--- config.mk ---
export PLATFORM = sky130hd
export DESIGN_NAME = ebh_port
export DESIGN_NICKNAME = d
export VERILOG_FILES = /design/src/hdl/ebh_port.v
export VERILOG_INCLUDE_DIRS = /design/src /design/src/include
export SDC_FILE = /design/constraint.sdc
export NUM_CORES = 2
export LEC_CHECK = 0
export BUFFER_PORTS_ARGS = -buffer_cell sky130_fd_sc_hd__buf_2
export CORE_AREA = 10 10 307 309
export CTS_CLUSTER_DIAMETER = 30
export DETAILED_ROUTE_END_ITERATION = 16
export DIE_AREA = 0 0 317 319
export HOLD_SLACK_MARGIN = 0.06
export PLACE_DENSITY = 0.66
export SKIP_CTS_REPAIR_TIMING = 1
export SLEW_MARGIN = 20
export SYNTH_ARGS = -nofsm -noshare
export SYNTH_HDL_FRONTEND = slang
export SYNTH_SLANG_ARGS = --single-unit
--- constraint.sdc ---
create_clock -name i_clk_sys -period 23.6 [get_ports i_clk_sys]
set_input_delay 2.36 -clock i_clk_sys [delete_from_list [all_inputs] [get_ports i_clk_sys]]
set_output_delay 2.36 -clock i_clk_sys [all_outputs]
set_load 0.01 [all_outputs]
--- src/include/ebh_consts.vh ---
`ifndef EBH_CONSTS_VH
`define EBH_CONSTS_VH
// Register byte offsets on the configuration bus.
`define EBH_REG_CTRL 5'h00
`define EBH_REG_PIPE 5'h04
`define EBH_REG_SLOW 5'h08
`define EBH_REG_FAIR 5'h0C
`define EBH_REG_SDRC 5'h10
`define EBH_REG_STAT 5'h14
`define EBH_REG_BADR 5'h18
// Control register fields.
`define EBH_CTRL_BUS64 0
`define EBH_CTRL_SLOW 1
`define EBH_CTRL_LOCK 2
`define EBH_CTRL_FAIR 3
`define EBH_CTRL_RST 4'h9
// Protocol parameter fields: idle cycles, pipe depth, internal wait cycles.
`define EBH_CFG_IDLE 3:0
`define EBH_CFG_DEPTH 7:4
`define EBH_CFG_WAIT 11:8
`define EBH_PIPE_RST 12'h021
`define EBH_SLOW_RST 12'h201
`define EBH_FAIR_RST 8'h10
`define EBH_SDRC_RST 2'h3
// Address regions and bank fields.
`define EBH_HOST_BIT 31
`define EBH_MS_REGION 4'h3
`define EBH_SD_REGION 4'h4
`define EBH_REGION 30:28
`define EBH_SD_BANK 27:26
`define EBH_MS_BANK 27
// Boot memory.
`define EBH_BOOT_WAIT 8'h10
`define EBH_BOOT_ABITS 24
`endif

--- src/hdl/ebh_port.v ---
// Behaviour
// RULE_01: One 64-bit data bus and one 32-bit address bus for every transfer.
// RULE_02: Bus width 32 or 64; in 64-bit mode odd words use high half.
// RULE_03: Pipelined, acknowledge-controlled slow, and SDRAM protocols on the bus.
// RULE_04: High address bits decoded on chip into one select per bank.
// RULE_05: Device-to-host uses pipelined or slow; host-to-device uses pipelined only.
// RULE_06: Each host protocol has programmable idle, pipe depth and wait cycles; the slow protocol ignores its pipe depth field and uses its idle and wait cycles.
// RULE_07: Host gives start address and holds burst; device increments address.
// RULE_08: On back-off the device abandons, grants host and releases the bus.
// RULE_09: Distributed arbiter shares the bus among eight processors and a host.
// RULE_10: Peer ownership follows rotating priority, not fixed priority.
// RULE_11: Bus lock keeps ownership across read then write.
// RULE_12: Fairness forces a long-holding owner to give up the bus.
// RULE_13: SDRAM moves 32 or 64 bits per clock, per configured width.
// RULE_14: SDRAM: four banks of 64M words; 16M to 256M bit parts.
// RULE_15: Boot strap set: load program from byte-wide boot memory after reset.
// RULE_16: Each boot memory read inserts sixteen wait cycles.
// RULE_17: Boot memory select is the boot memory chip select while booting.
// RULE_18: Boot packs four bytes into each 32-bit word written internally.
// RULE_19: Boot space is byte addressed, 24 bits, outside the memory map.
// RULE_20: Burst address advances one bus-width word per accepted beat.
//
// The implementer's own choices: the Avalon-MM slave port and the register addresses.
`timescale 1ns/1ps
`include "ebh_consts.vh"
`default_nettype none
module ebh_port #(
   parameter [2:0] MY_ID = 3'h0,
   parameter [15:0] BOOT_WORDS = 16'h0100
) (
   // Clock and reset
   input wire i_clk_sys,
   input wire i_rst,
   // Avalon-MM configuration slave
   input wire [4:0] i_avs_address,
   input wire i_avs_read,
   input wire i_avs_write,
   input wire [31:0] i_avs_writedata,
   output reg [31:0] o_avs_readdata,
   output reg o_avs_waitrequest,
   // Core transfer request
   input wire i_tr_valid,
   input wire i_tr_write,
   input wire i_tr_dual,
   input wire [31:0] i_tr_addr,
   input wire [63:0] i_tr_wdata,
   output reg o_tr_done,
   output reg [63:0] o_tr_rdata,
   // External bus pins
   output reg [31:0] o_addr,
   input wire [63:0] i_data,
   output reg [63:0] o_data,
   output reg o_data_oe,
   output reg o_rd_n,
   output reg o_wr_n,
   input wire i_ack,
   output reg [1:0] o_ms_n,
   output reg [3:0] o_msd_n,
   output reg o_msh_n,
   output reg o_boot_memory_select_n,
   // Arbitration and host pins
   input wire [7:0] i_br_n,
   output reg o_br_n,
   input wire i_hbr_n,
   output reg o_host_bus_grant_n,
   input wire i_backoff_request_n,
   input wire i_burst_continue_n,
   input wire i_hst_wr_n,
   input wire [31:0] i_hst_addr,
   input wire i_boot_strap,
   // Internal memory write port
   output reg o_imem_we,
   output reg [31:0] o_imem_addr,
   output reg [63:0] o_imem_data,
   output reg [1:0] o_imem_wen
);
   localparam [6:0] S_INIT = 7'h01;
   localparam [6:0] S_BOOT = 7'h02;
   localparam [6:0] S_IDLE = 7'h04;
   localparam [6:0] S_REQ = 7'h08;
   localparam [6:0] S_XFER = 7'h10;
   localparam [6:0] S_GAP = 7'h20;
   localparam [6:0] S_HOLD = 7'h40;

   // All pins are sampled by a two-stage synchroniser; only stage two is read.
   localparam integer PW = 110;
   reg [PW-1:0] pin_m_q;
   reg [PW-1:0] pin_s_q;
   always @(posedge i_clk_sys or posedge i_rst) begin
      if (i_rst) begin
         pin_m_q <= {PW{1'b1}};
         pin_s_q <= {PW{1'b1}};
      end else begin
         pin_m_q <= {i_data, i_hst_addr, i_br_n, i_ack, i_backoff_request_n,
                     i_burst_continue_n, i_hbr_n, i_hst_wr_n, i_boot_strap};
         pin_s_q <= pin_m_q;
      end
   end
   wire [63:0] data_s = pin_s_q[109:46];
   wire [31:0] haddr_s = pin_s_q[45:14];
   wire [7:0] brn_s = pin_s_q[13:6];
   wire ack_s = pin_s_q[5];
   wire backoff_request_s = ~pin_s_q[4];
   wire burst_continue_s = ~pin_s_q[3];
   wire hbr_s = ~pin_s_q[2];
   wire hwr_s = ~pin_s_q[1];
   wire strap_s = pin_s_q[0];

   reg [3:0] ctrl_q;
   reg [11:0] pipe_q;
   reg [11:0] slow_q;
   reg [7:0] fair_q;
   reg [1:0] sdrc_q;
   wire bus64 = ctrl_q[`EBH_CTRL_BUS64];
   wire lock = ctrl_q[`EBH_CTRL_LOCK];

   // Distributed arbiter: every node computes the same winner from all requests.
   reg [6:0] st_q;
   reg br_q;
   reg yield_q;
   reg [2:0] last_q;
   reg [7:0] hold_q;
   reg [7:0] req;
   reg [2:0] win;
   reg found;
   integer k;
   always @* begin
      req = ~brn_s;
      req[MY_ID] = br_q & ~yield_q; // RULE_12
      win = last_q;
      found = 1'b0;
      // Search starts at the last owner, so it keeps the bus only while it asks.
      for (k = 0; k < 8; k = k + 1) begin
         if (!found && req[last_q + k[2:0]]) begin // RULE_10
            win = last_q + k[2:0];
            found = 1'b1;
         end
      end
   end
   wire any_req = |req;
   wire own = any_req && (win == MY_ID); // RULE_09
   wire others = |(req & ~(8'h01 << MY_ID));

   always @(posedge i_clk_sys or posedge i_rst) begin
      if (i_rst) begin
         last_q <= 3'h0;
         hold_q <= 8'h00;
         yield_q <= 1'b0;
      end else begin
         if (any_req) begin
            last_q <= win;
         end
         hold_q <= own ? hold_q + 8'h01 : 8'h00;
         if (ctrl_q[`EBH_CTRL_FAIR] && !lock && own && others && hold_q >= fair_q) begin
            yield_q <= 1'b1; // RULE_12
         end else if (any_req && win != MY_ID) begin
            yield_q <= 1'b0;
         end
      end
   end

   // Region decode of the transfer address.
   wire host_rgn = i_tr_addr[`EBH_HOST_BIT];
   wire sd_rgn = !host_rgn && i_tr_addr[`EBH_REGION] == `EBH_SD_REGION;
   wire ms_rgn = !host_rgn && i_tr_addr[`EBH_REGION] == `EBH_MS_REGION;
   wire use_slow = host_rgn && ctrl_q[`EBH_CTRL_SLOW]; // RULE_05
   wire [11:0] cfg = use_slow ? slow_q : pipe_q; // RULE_06
   reg [31:0] sd_mask;
   always @* begin
      case (sdrc_q) // RULE_14
         2'h0: sd_mask = 32'h0C07_FFFF;
         2'h1: sd_mask = 32'h0C1F_FFFF;
         2'h2: sd_mask = 32'h0C3F_FFFF;
         default: sd_mask = 32'h0C7F_FFFF;
      endcase
   end
   // SDRAM data returns after the pipe depth, which must also cover the pin synchroniser.
   wire [3:0] wait_ld = sd_rgn ? cfg[`EBH_CFG_DEPTH] : // RULE_13
      use_slow ? cfg[`EBH_CFG_WAIT] : cfg[`EBH_CFG_DEPTH] + cfg[`EBH_CFG_WAIT];

   reg [7:0] cnt_q;
   reg beat_q;
   reg slow_q_x;
   reg [23:0] boot_addr_q;
   reg [31:0] pack_q;
   reg [15:0] boot_words_q;
   reg boot_done_q;
   reg burst_q;
   reg [31:0] burst_addr_q;
   reg [31:0] cur_addr;
   wire [31:0] beat_addr = burst_q ? burst_addr_q : haddr_s;

   always @* begin
      cur_addr = i_tr_addr + {31'h0, beat_q};
      if (sd_rgn) begin
         cur_addr = cur_addr & sd_mask;
      end
   end

   always @(posedge i_clk_sys or posedge i_rst) begin
      if (i_rst) begin
         st_q <= S_INIT;
         cnt_q <= 8'h00;
         beat_q <= 1'b0;
         slow_q_x <= 1'b0;
         br_q <= 1'b0;
         o_br_n <= 1'b1;
         o_host_bus_grant_n <= 1'b1;
         o_addr <= 32'h0000_0000;
         o_data <= 64'h0000_0000_0000_0000;
         o_data_oe <= 1'b0;
         o_rd_n <= 1'b1;
         o_wr_n <= 1'b1;
         o_ms_n <= 2'h3;
         o_msd_n <= 4'hF;
         o_msh_n <= 1'b1;
         o_boot_memory_select_n <= 1'b1;
         o_tr_done <= 1'b0;
         o_tr_rdata <= 64'h0000_0000_0000_0000;
         o_imem_we <= 1'b0;
         o_imem_addr <= 32'h0000_0000;
         o_imem_data <= 64'h0000_0000_0000_0000;
         o_imem_wen <= 2'h0;
         boot_addr_q <= 24'h00_0000;
         pack_q <= 32'h0000_0000;
         boot_words_q <= 16'h0000;
         boot_done_q <= 1'b0;
         burst_q <= 1'b0;
         burst_addr_q <= 32'h0000_0000;
      end else begin
         o_tr_done <= 1'b0;
         o_imem_we <= 1'b0;
         o_br_n <= ~(br_q & ~yield_q);
         case (st_q)
            S_INIT: begin
               // The strap is caught once the synchroniser holds a clean value.
               cnt_q <= cnt_q + 8'h01;
               if (cnt_q == 8'h02) begin
                  cnt_q <= 8'h00;
                  st_q <= strap_s ? S_BOOT : S_IDLE; // RULE_15
                  boot_done_q <= !strap_s;
               end
            end
            S_BOOT: begin
               o_boot_memory_select_n <= 1'b0; // RULE_17
               o_rd_n <= 1'b0;
               o_addr <= {8'h00, boot_addr_q}; // RULE_19
               if (cnt_q != `EBH_BOOT_WAIT) begin
                  cnt_q <= cnt_q + 8'h01; // RULE_16
               end else begin
                  cnt_q <= 8'h00;
                  boot_addr_q <= boot_addr_q + 24'h00_0001;
                  pack_q <= {data_s[7:0], pack_q[31:8]};
                  if (boot_addr_q[1:0] == 2'h3) begin
                     o_imem_we <= 1'b1; // RULE_18
                     o_imem_addr <= {16'h0000, boot_words_q};
                     o_imem_data <= {32'h0000_0000, data_s[7:0], pack_q[31:8]};
                     o_imem_wen <= 2'h1;
                     boot_words_q <= boot_words_q + 16'h0001;
                     if (boot_words_q + 16'h0001 == BOOT_WORDS) begin
                        st_q <= S_IDLE;
                        boot_done_q <= 1'b1;
                        o_boot_memory_select_n <= 1'b1;
                        o_rd_n <= 1'b1;
                     end
                  end
               end
            end
            S_IDLE: begin
               br_q <= lock; // RULE_11
               if (hbr_s && !lock) begin
                  o_host_bus_grant_n <= 1'b0;
                  br_q <= 1'b0;
                  st_q <= S_HOLD;
               end else if (i_tr_valid) begin
                  br_q <= 1'b1;
                  beat_q <= 1'b0;
                  st_q <= S_REQ;
               end
            end
            S_REQ: begin
               if (backoff_request_s) begin
                  br_q <= 1'b0;
                  o_host_bus_grant_n <= 1'b0;
                  st_q <= S_HOLD;
               end else if (own) begin
                  cnt_q <= {4'h0, wait_ld};
                  slow_q_x <= use_slow;
                  o_addr <= cur_addr; // RULE_01
                  o_rd_n <= i_tr_write;
                  o_wr_n <= !i_tr_write;
                  o_data_oe <= i_tr_write;
                  // In 64-bit mode single words ride the half that matches their address parity; in 32-bit mode they ride the low half.
                  if (bus64 && i_tr_dual) begin
                     o_data <= i_tr_wdata;
                  end else if (bus64 && cur_addr[0]) begin
                     o_data <= {i_tr_wdata[31:0], 32'h0000_0000}; // RULE_02
                  end else begin
                     o_data <= {32'h0000_0000, i_tr_wdata[31:0]};
                  end
                  o_msh_n <= !host_rgn; // RULE_04
                  o_ms_n <= ms_rgn ? {~i_tr_addr[`EBH_MS_BANK], i_tr_addr[`EBH_MS_BANK]} : 2'h3;
                  o_msd_n <= sd_rgn ? ~(4'h1 << i_tr_addr[`EBH_SD_BANK]) : 4'hF;
                  st_q <= S_XFER; // RULE_03
               end
            end
            S_XFER: begin
               if (backoff_request_s) begin
                  // The abandoned request stays pending and is retried later.
                  o_rd_n <= 1'b1; // RULE_08
                  o_wr_n <= 1'b1;
                  o_data_oe <= 1'b0;
                  o_ms_n <= 2'h3;
                  o_msd_n <= 4'hF;
                  o_msh_n <= 1'b1;
                  br_q <= 1'b0;
                  o_host_bus_grant_n <= 1'b0;
                  st_q <= S_HOLD;
               end else if (cnt_q != 8'h00) begin
                  cnt_q <= cnt_q - 8'h01;
               end else if (!slow_q_x || !ack_s) begin
                  if (bus64 && i_tr_dual) begin
                     o_tr_rdata <= data_s; // RULE_13
                  end else if (bus64 && o_addr[0]) begin
                     o_tr_rdata[31:0] <= data_s[63:32];
                  end else if (beat_q) begin
                     o_tr_rdata[63:32] <= data_s[31:0];
                  end else begin
                     o_tr_rdata[31:0] <= data_s[31:0];
                  end
                  if (i_tr_dual && !bus64 && !beat_q) begin
                     beat_q <= 1'b1;
                     o_addr <= o_addr + 32'h0000_0001;
                     o_data <= {32'h0000_0000, i_tr_wdata[63:32]};
                     cnt_q <= {4'h0, wait_ld};
                  end else begin
                     o_rd_n <= 1'b1;
                     o_wr_n <= 1'b1;
                     o_data_oe <= 1'b0;
                     o_ms_n <= 2'h3;
                     o_msd_n <= 4'hF;
                     o_msh_n <= 1'b1;
                     o_tr_done <= 1'b1;
                     cnt_q <= {4'h0, cfg[`EBH_CFG_IDLE]}; // RULE_06
                     st_q <= S_GAP;
                  end
               end
            end
            S_GAP: begin
               if (cnt_q != 8'h00) begin
                  cnt_q <= cnt_q - 8'h01;
               end else begin
                  br_q <= lock; // RULE_11
                  st_q <= S_IDLE;
               end
            end
            S_HOLD: begin
               // Host owns the bus; it may only use the pipelined protocol here.
               if (hwr_s) begin
                  o_imem_we <= 1'b1; // RULE_05
                  o_imem_addr <= beat_addr; // RULE_07
                  o_imem_data <= data_s;
                  o_imem_wen <= bus64 ? 2'h3 : 2'h1;
                  burst_addr_q <= beat_addr + (bus64 ? 32'h0000_0002 : 32'h0000_0001); // RULE_20
                  burst_q <= burst_continue_s; // RULE_07
               end
               if (!hbr_s && !backoff_request_s) begin
                  burst_q <= 1'b0;
                  o_host_bus_grant_n <= 1'b1;
                  st_q <= S_IDLE;
               end
            end
            default: st_q <= S_IDLE;
         endcase
      end
   end

   // Configuration slave: one wait state, the access commits when waitrequest is low.
   wire av_req = i_avs_read | i_avs_write;
   reg [31:0] rd_mux;
   always @* begin
      if (i_avs_address == `EBH_REG_CTRL) begin
         rd_mux = {28'h0000000, ctrl_q};
      end else if (i_avs_address == `EBH_REG_PIPE) begin
         rd_mux = {20'h00000, pipe_q};
      end else if (i_avs_address == `EBH_REG_SLOW) begin
         rd_mux = {20'h00000, slow_q};
      end else if (i_avs_address == `EBH_REG_FAIR) begin
         rd_mux = {24'h000000, fair_q};
      end else if (i_avs_address == `EBH_REG_SDRC) begin
         rd_mux = {30'h00000000, sdrc_q};
      end else if (i_avs_address == `EBH_REG_STAT) begin
         rd_mux = {2'h0, last_q, yield_q, own, boot_done_q, backoff_request_s, st_q, boot_words_q};
      end else if (i_avs_address == `EBH_REG_BADR) begin
         rd_mux = burst_addr_q;
      end else begin
         rd_mux = 32'h0000_0000;
      end
   end

   always @(posedge i_clk_sys or posedge i_rst) begin
      if (i_rst) begin
         o_avs_waitrequest <= 1'b1;
         o_avs_readdata <= 32'h0000_0000;
         ctrl_q <= `EBH_CTRL_RST;
         pipe_q <= `EBH_PIPE_RST;
         slow_q <= `EBH_SLOW_RST;
         fair_q <= `EBH_FAIR_RST;
         sdrc_q <= `EBH_SDRC_RST;
      end else begin
         o_avs_waitrequest <= !(av_req && o_avs_waitrequest);
         if (av_req && o_avs_waitrequest) begin
            o_avs_readdata <= i_avs_read ? rd_mux : 32'h0000_0000;
         end
         if (i_avs_write && !o_avs_waitrequest) begin
            if (i_avs_address == `EBH_REG_CTRL) begin
               ctrl_q <= i_avs_writedata[3:0];
            end else if (i_avs_address == `EBH_REG_PIPE) begin
               pipe_q <= i_avs_writedata[11:0];
            end else if (i_avs_address == `EBH_REG_SLOW) begin
               slow_q <= i_avs_writedata[11:0];
            end else if (i_avs_address == `EBH_REG_FAIR) begin
               fair_q <= i_avs_writedata[7:0];
            end else if (i_avs_address == `EBH_REG_SDRC) begin
               sdrc_q <= i_avs_writedata[1:0];
            end
         end
      end
   end
endmodule // ebh_port
`default_nettype wire

==> results.json <==
{
  "outcome": "completed",
  "maxSlewViolCount": 0,
  "critical_path_arrival_ps": 6460,
  "ys_warn_count": 0,
  "min_period_ps": 5800,
  "overflow": 0,
  "path_max_fanout": 39,
  "crit_type": "reg -> reg",
  "clk_pin_slew_ps": 50,
  "grt_pass1_wl_um": 154000,
  "avgSynthCellArea_um2": 10.8,
  "timing.setup.tns_ps": 0,
  "fin_crit_sh_pct": 24.6,
  "yosys-top-cells-count": "dfrtp_1, nand2_1, dfstp_2, o21ai_0, nor2_1",
  "finalWirelength_um": 102000,
  "cp-end-kind": "register",
  "finClkSkew_ps": 54.6,
  "syn2layout_area_growth_pct": 30.3,
  "synth_most_common_cell": "dfrtp_1",
  "worst_hold_path_type": "reg -> reg",
  "synth-seq-cells": 690,
  "synth_cells": 2827,
  "final_area_mm2": 0.0398,
  "drtIter0Drc": 2142,
  "yosys.area.top_type_share_pct": 36.8,
  "start_util_pct": 34.7,
  "synth_area_leader_cell": "dfrtp_1",
  "p_leak_nw": 18.4,
  "holdWs_ps": 339,
  "maxCapViolCount": 0,
  "relSlewSlack_pct": 29.5,
  "yosys-top-cells-area": "dfrtp_1, dfstp_2, nand2_1",
  "cts_made_buffers": 148,
  "wl_per_cell_um": 21.7,
  "cts-root-buf": "clkbuf_16",
  "yosys_most_used_dff": "dfrtp_1",
  "synth-edff-count": 0,
  "clock_sinks": 690,
  "drive_above_1_share_pct": 34.1,
  "nets": 3652,
  "io_buffers": 534,
  "insertion_delay_ps": 760,
  "rr_endpoint": "o_ms_n[0]$_DFFE_PP1P_",
  "gp_congestion": 0.908,
  "power.density_mw_per_mm2": 123,
  "synth_cell_types": 80,
  "crit_chain": "inv_1, ha_1, mux4_2, a21oi_2, nand4b_4, or4_1, a41o_1, nor3b_2, nand4_2, buf_4, a21boi_1, o32a_1",
  "hpwlAfterDp_um": 71500,
  "synthesis.nets": 3104,
  "ys_async_sr_fraction_pct": 100,
  "vias": 24600,
  "antenna_found_initial": 13,
  "fmax_mhz": 172,
  "crit_end": "o_ms_n[0]$_DFFE_PP1P_",
  "die_h_um": 319,
  "core_mm2": 0.0880,
  "netlist_area_mm2": 0.0305,
  "grt_pass1_vias": 25200,
  "tightest_slew_ps": 1060,
  "slowest_stage": "dfrtp_1",
  "place_area_mm2": 0.0343,
  "firstDrtPassIters": 8,
  "grtUsageTotal_pct": 19.6,
  "crit_required_ps": 24260,
  "setup_viol": 0,
  "crit_path_start_kind": "register",
  "clk_path_buf_depth": 3,
  "rr_startpoint": "last_q[0]$_DFFE_PP0P_",
  "die_x_um": 317,
  "peakVddDrop_mv": 0.0742,
  "drc_errors": 0,
  "dieArea_mm2": 0.101,
  "reg2reg_slack_ps": 17800,
  "r2r_cells": 12,
  "hold_viol_final": 0,
  "fillerInstances": 8136,
  "rsz0062_at_grt": "no",
  "io-pin-count": 556,
  "via_per_inst": 5.26,
  "ys_seq_area_share_pct": 57.5,
  "max_stage_delay_ps": 850,
  "cts_tree": "yes",
  "critPathLaunch": "last_q[0]$_DFFE_PP0P_",
  "ant_nets": 0,
  "htree_levels": 4,
  "rows": 109,
  "grt_max_degree": 169
}
[layout by cell type (no fill, tap or decap), types with 44 or more instances in the layout]
master / count
nand3_1: 94
dfrtp_1: 448
mux2_2: 79
a21oi_1: 104
nand2_1: 402
a31oi_1: 44
buf_2: 534
and2_1: 45
a22oi_1: 58
dfstp_2: 241
clkbuf_16: 148
nor2_1: 182
xnor2_1: 64
o21ai_0: 210
mux2i_1: 105
[where the power goes]
part	switching [mW]	internal, mW
logic	0.669	0.416
registers	0.205	1.42
clock network	0.751	1.44
total	1.63	3.28
[sequential cells by signal (all words and copies together), names as in the netlist, 12 cells and up]
register        count
boot_addr_q        24
pin_m_q           109
pipe_q             12
o_imem_addr        32
burst_addr_q       32
o_data             64
o_imem_data        64
o_avs_readdata     32
boot_words_q       16
pack_q             24
slow_q             12
o_addr             32
o_tr_rdata         64
pin_s_q           109
[cell families after synthesis]
kind of cell / Yosys count / share of synthesized area, %
adders and majority gates: 27 / 1.16
and+or+nand+nor: 935 / 14.2
xor gates and xnor gates: 104 / 2.98
muxes: 193 / 7.02
buffers and inverters: 215 / 2.79
AOI/OAI and AO/OA: 663 / 14.3
DFF: 690 / 57.5
[routing by layer]
metal  wire [µm]  GRT usage [%]  share of wire, %  vias up
met2       49400           31.7                49      840
met4        3600           8.76               3.5        6
met5          44              0             0.043        -
met3        6970           5.65               6.9      185
li1            -              -                 -    11300
met1       41600           24.0                41    12300
[how the worst min path moves through the flow]
stage	slack (ps)	depth (start not counted)	startpoint	endpoint
6_report	340	0	pin_m_q[86]$_DFF_PP1_	pin_s_q[86]$_DFF_PP1_
5_1_grt	340	0	pin_m_q[86]$_DFF_PP1_	pin_s_q[86]$_DFF_PP1_
4_1_cts	340	0	pin_m_q[86]$_DFF_PP1_	pin_s_q[86]$_DFF_PP1_
3_5_place_dp	350	0	pin_m_q[72]$_DFF_PP1_	pin_s_q[72]$_DFF_PP1_
3_3_place_gp	350	0	pin_m_q[94]$_DFF_PP1_	pin_s_q[94]$_DFF_PP1_
2_1_floorplan	350	0	pin_m_q[0]$_DFF_PP1_	pin_s_q[0]$_DFF_PP1_
[metrics by stage]
stage / cells / utilization [%] / setup WS, ps / total power [mW]
after floorplan: 2827 / - / 2290 / 2.27
after global placement: 4390 / 39.0 / 17990 / 2.70
after detailed placement: 4390 / 39.0 / 17870 / 2.73
after CTS: 4668 / 45.2 / 17780 / 4.94
after global routing: 4677 / 45.2 / 17390 / 5.13
final: 4678 / 45.2 / 17800 / 4.90
[final cells by class]
cell class                      count  area (µm²)  share of cell area [%]
Clock inverter                     97        1440                    3.63
Antenna cell                       10        25.0                  0.0629
Tap cell                         1165        1460                    3.66
Sequential cell                   690       17600                    44.2
Timing Repair Buffer              568        2940                    7.40
Inverter                           45         178                   0.447
Multi-Input combinational cell   1922       12200                    30.6
Clock buffer                      181        3980                    10.0
[worst max-delay path: cells and delay by family (launching register included)]
kind	cells	cell delay [ps]
AND/OR/NAND/NOR	4	1360
flip-flops	1	850
multiplexers	1	620
adder cells (fa/ha/maj)	1	650
buffers and inverters	2	610
AO/OA/AOI/OAI	4	1600
Note: power is estimated with default switching activity, not from simulation.
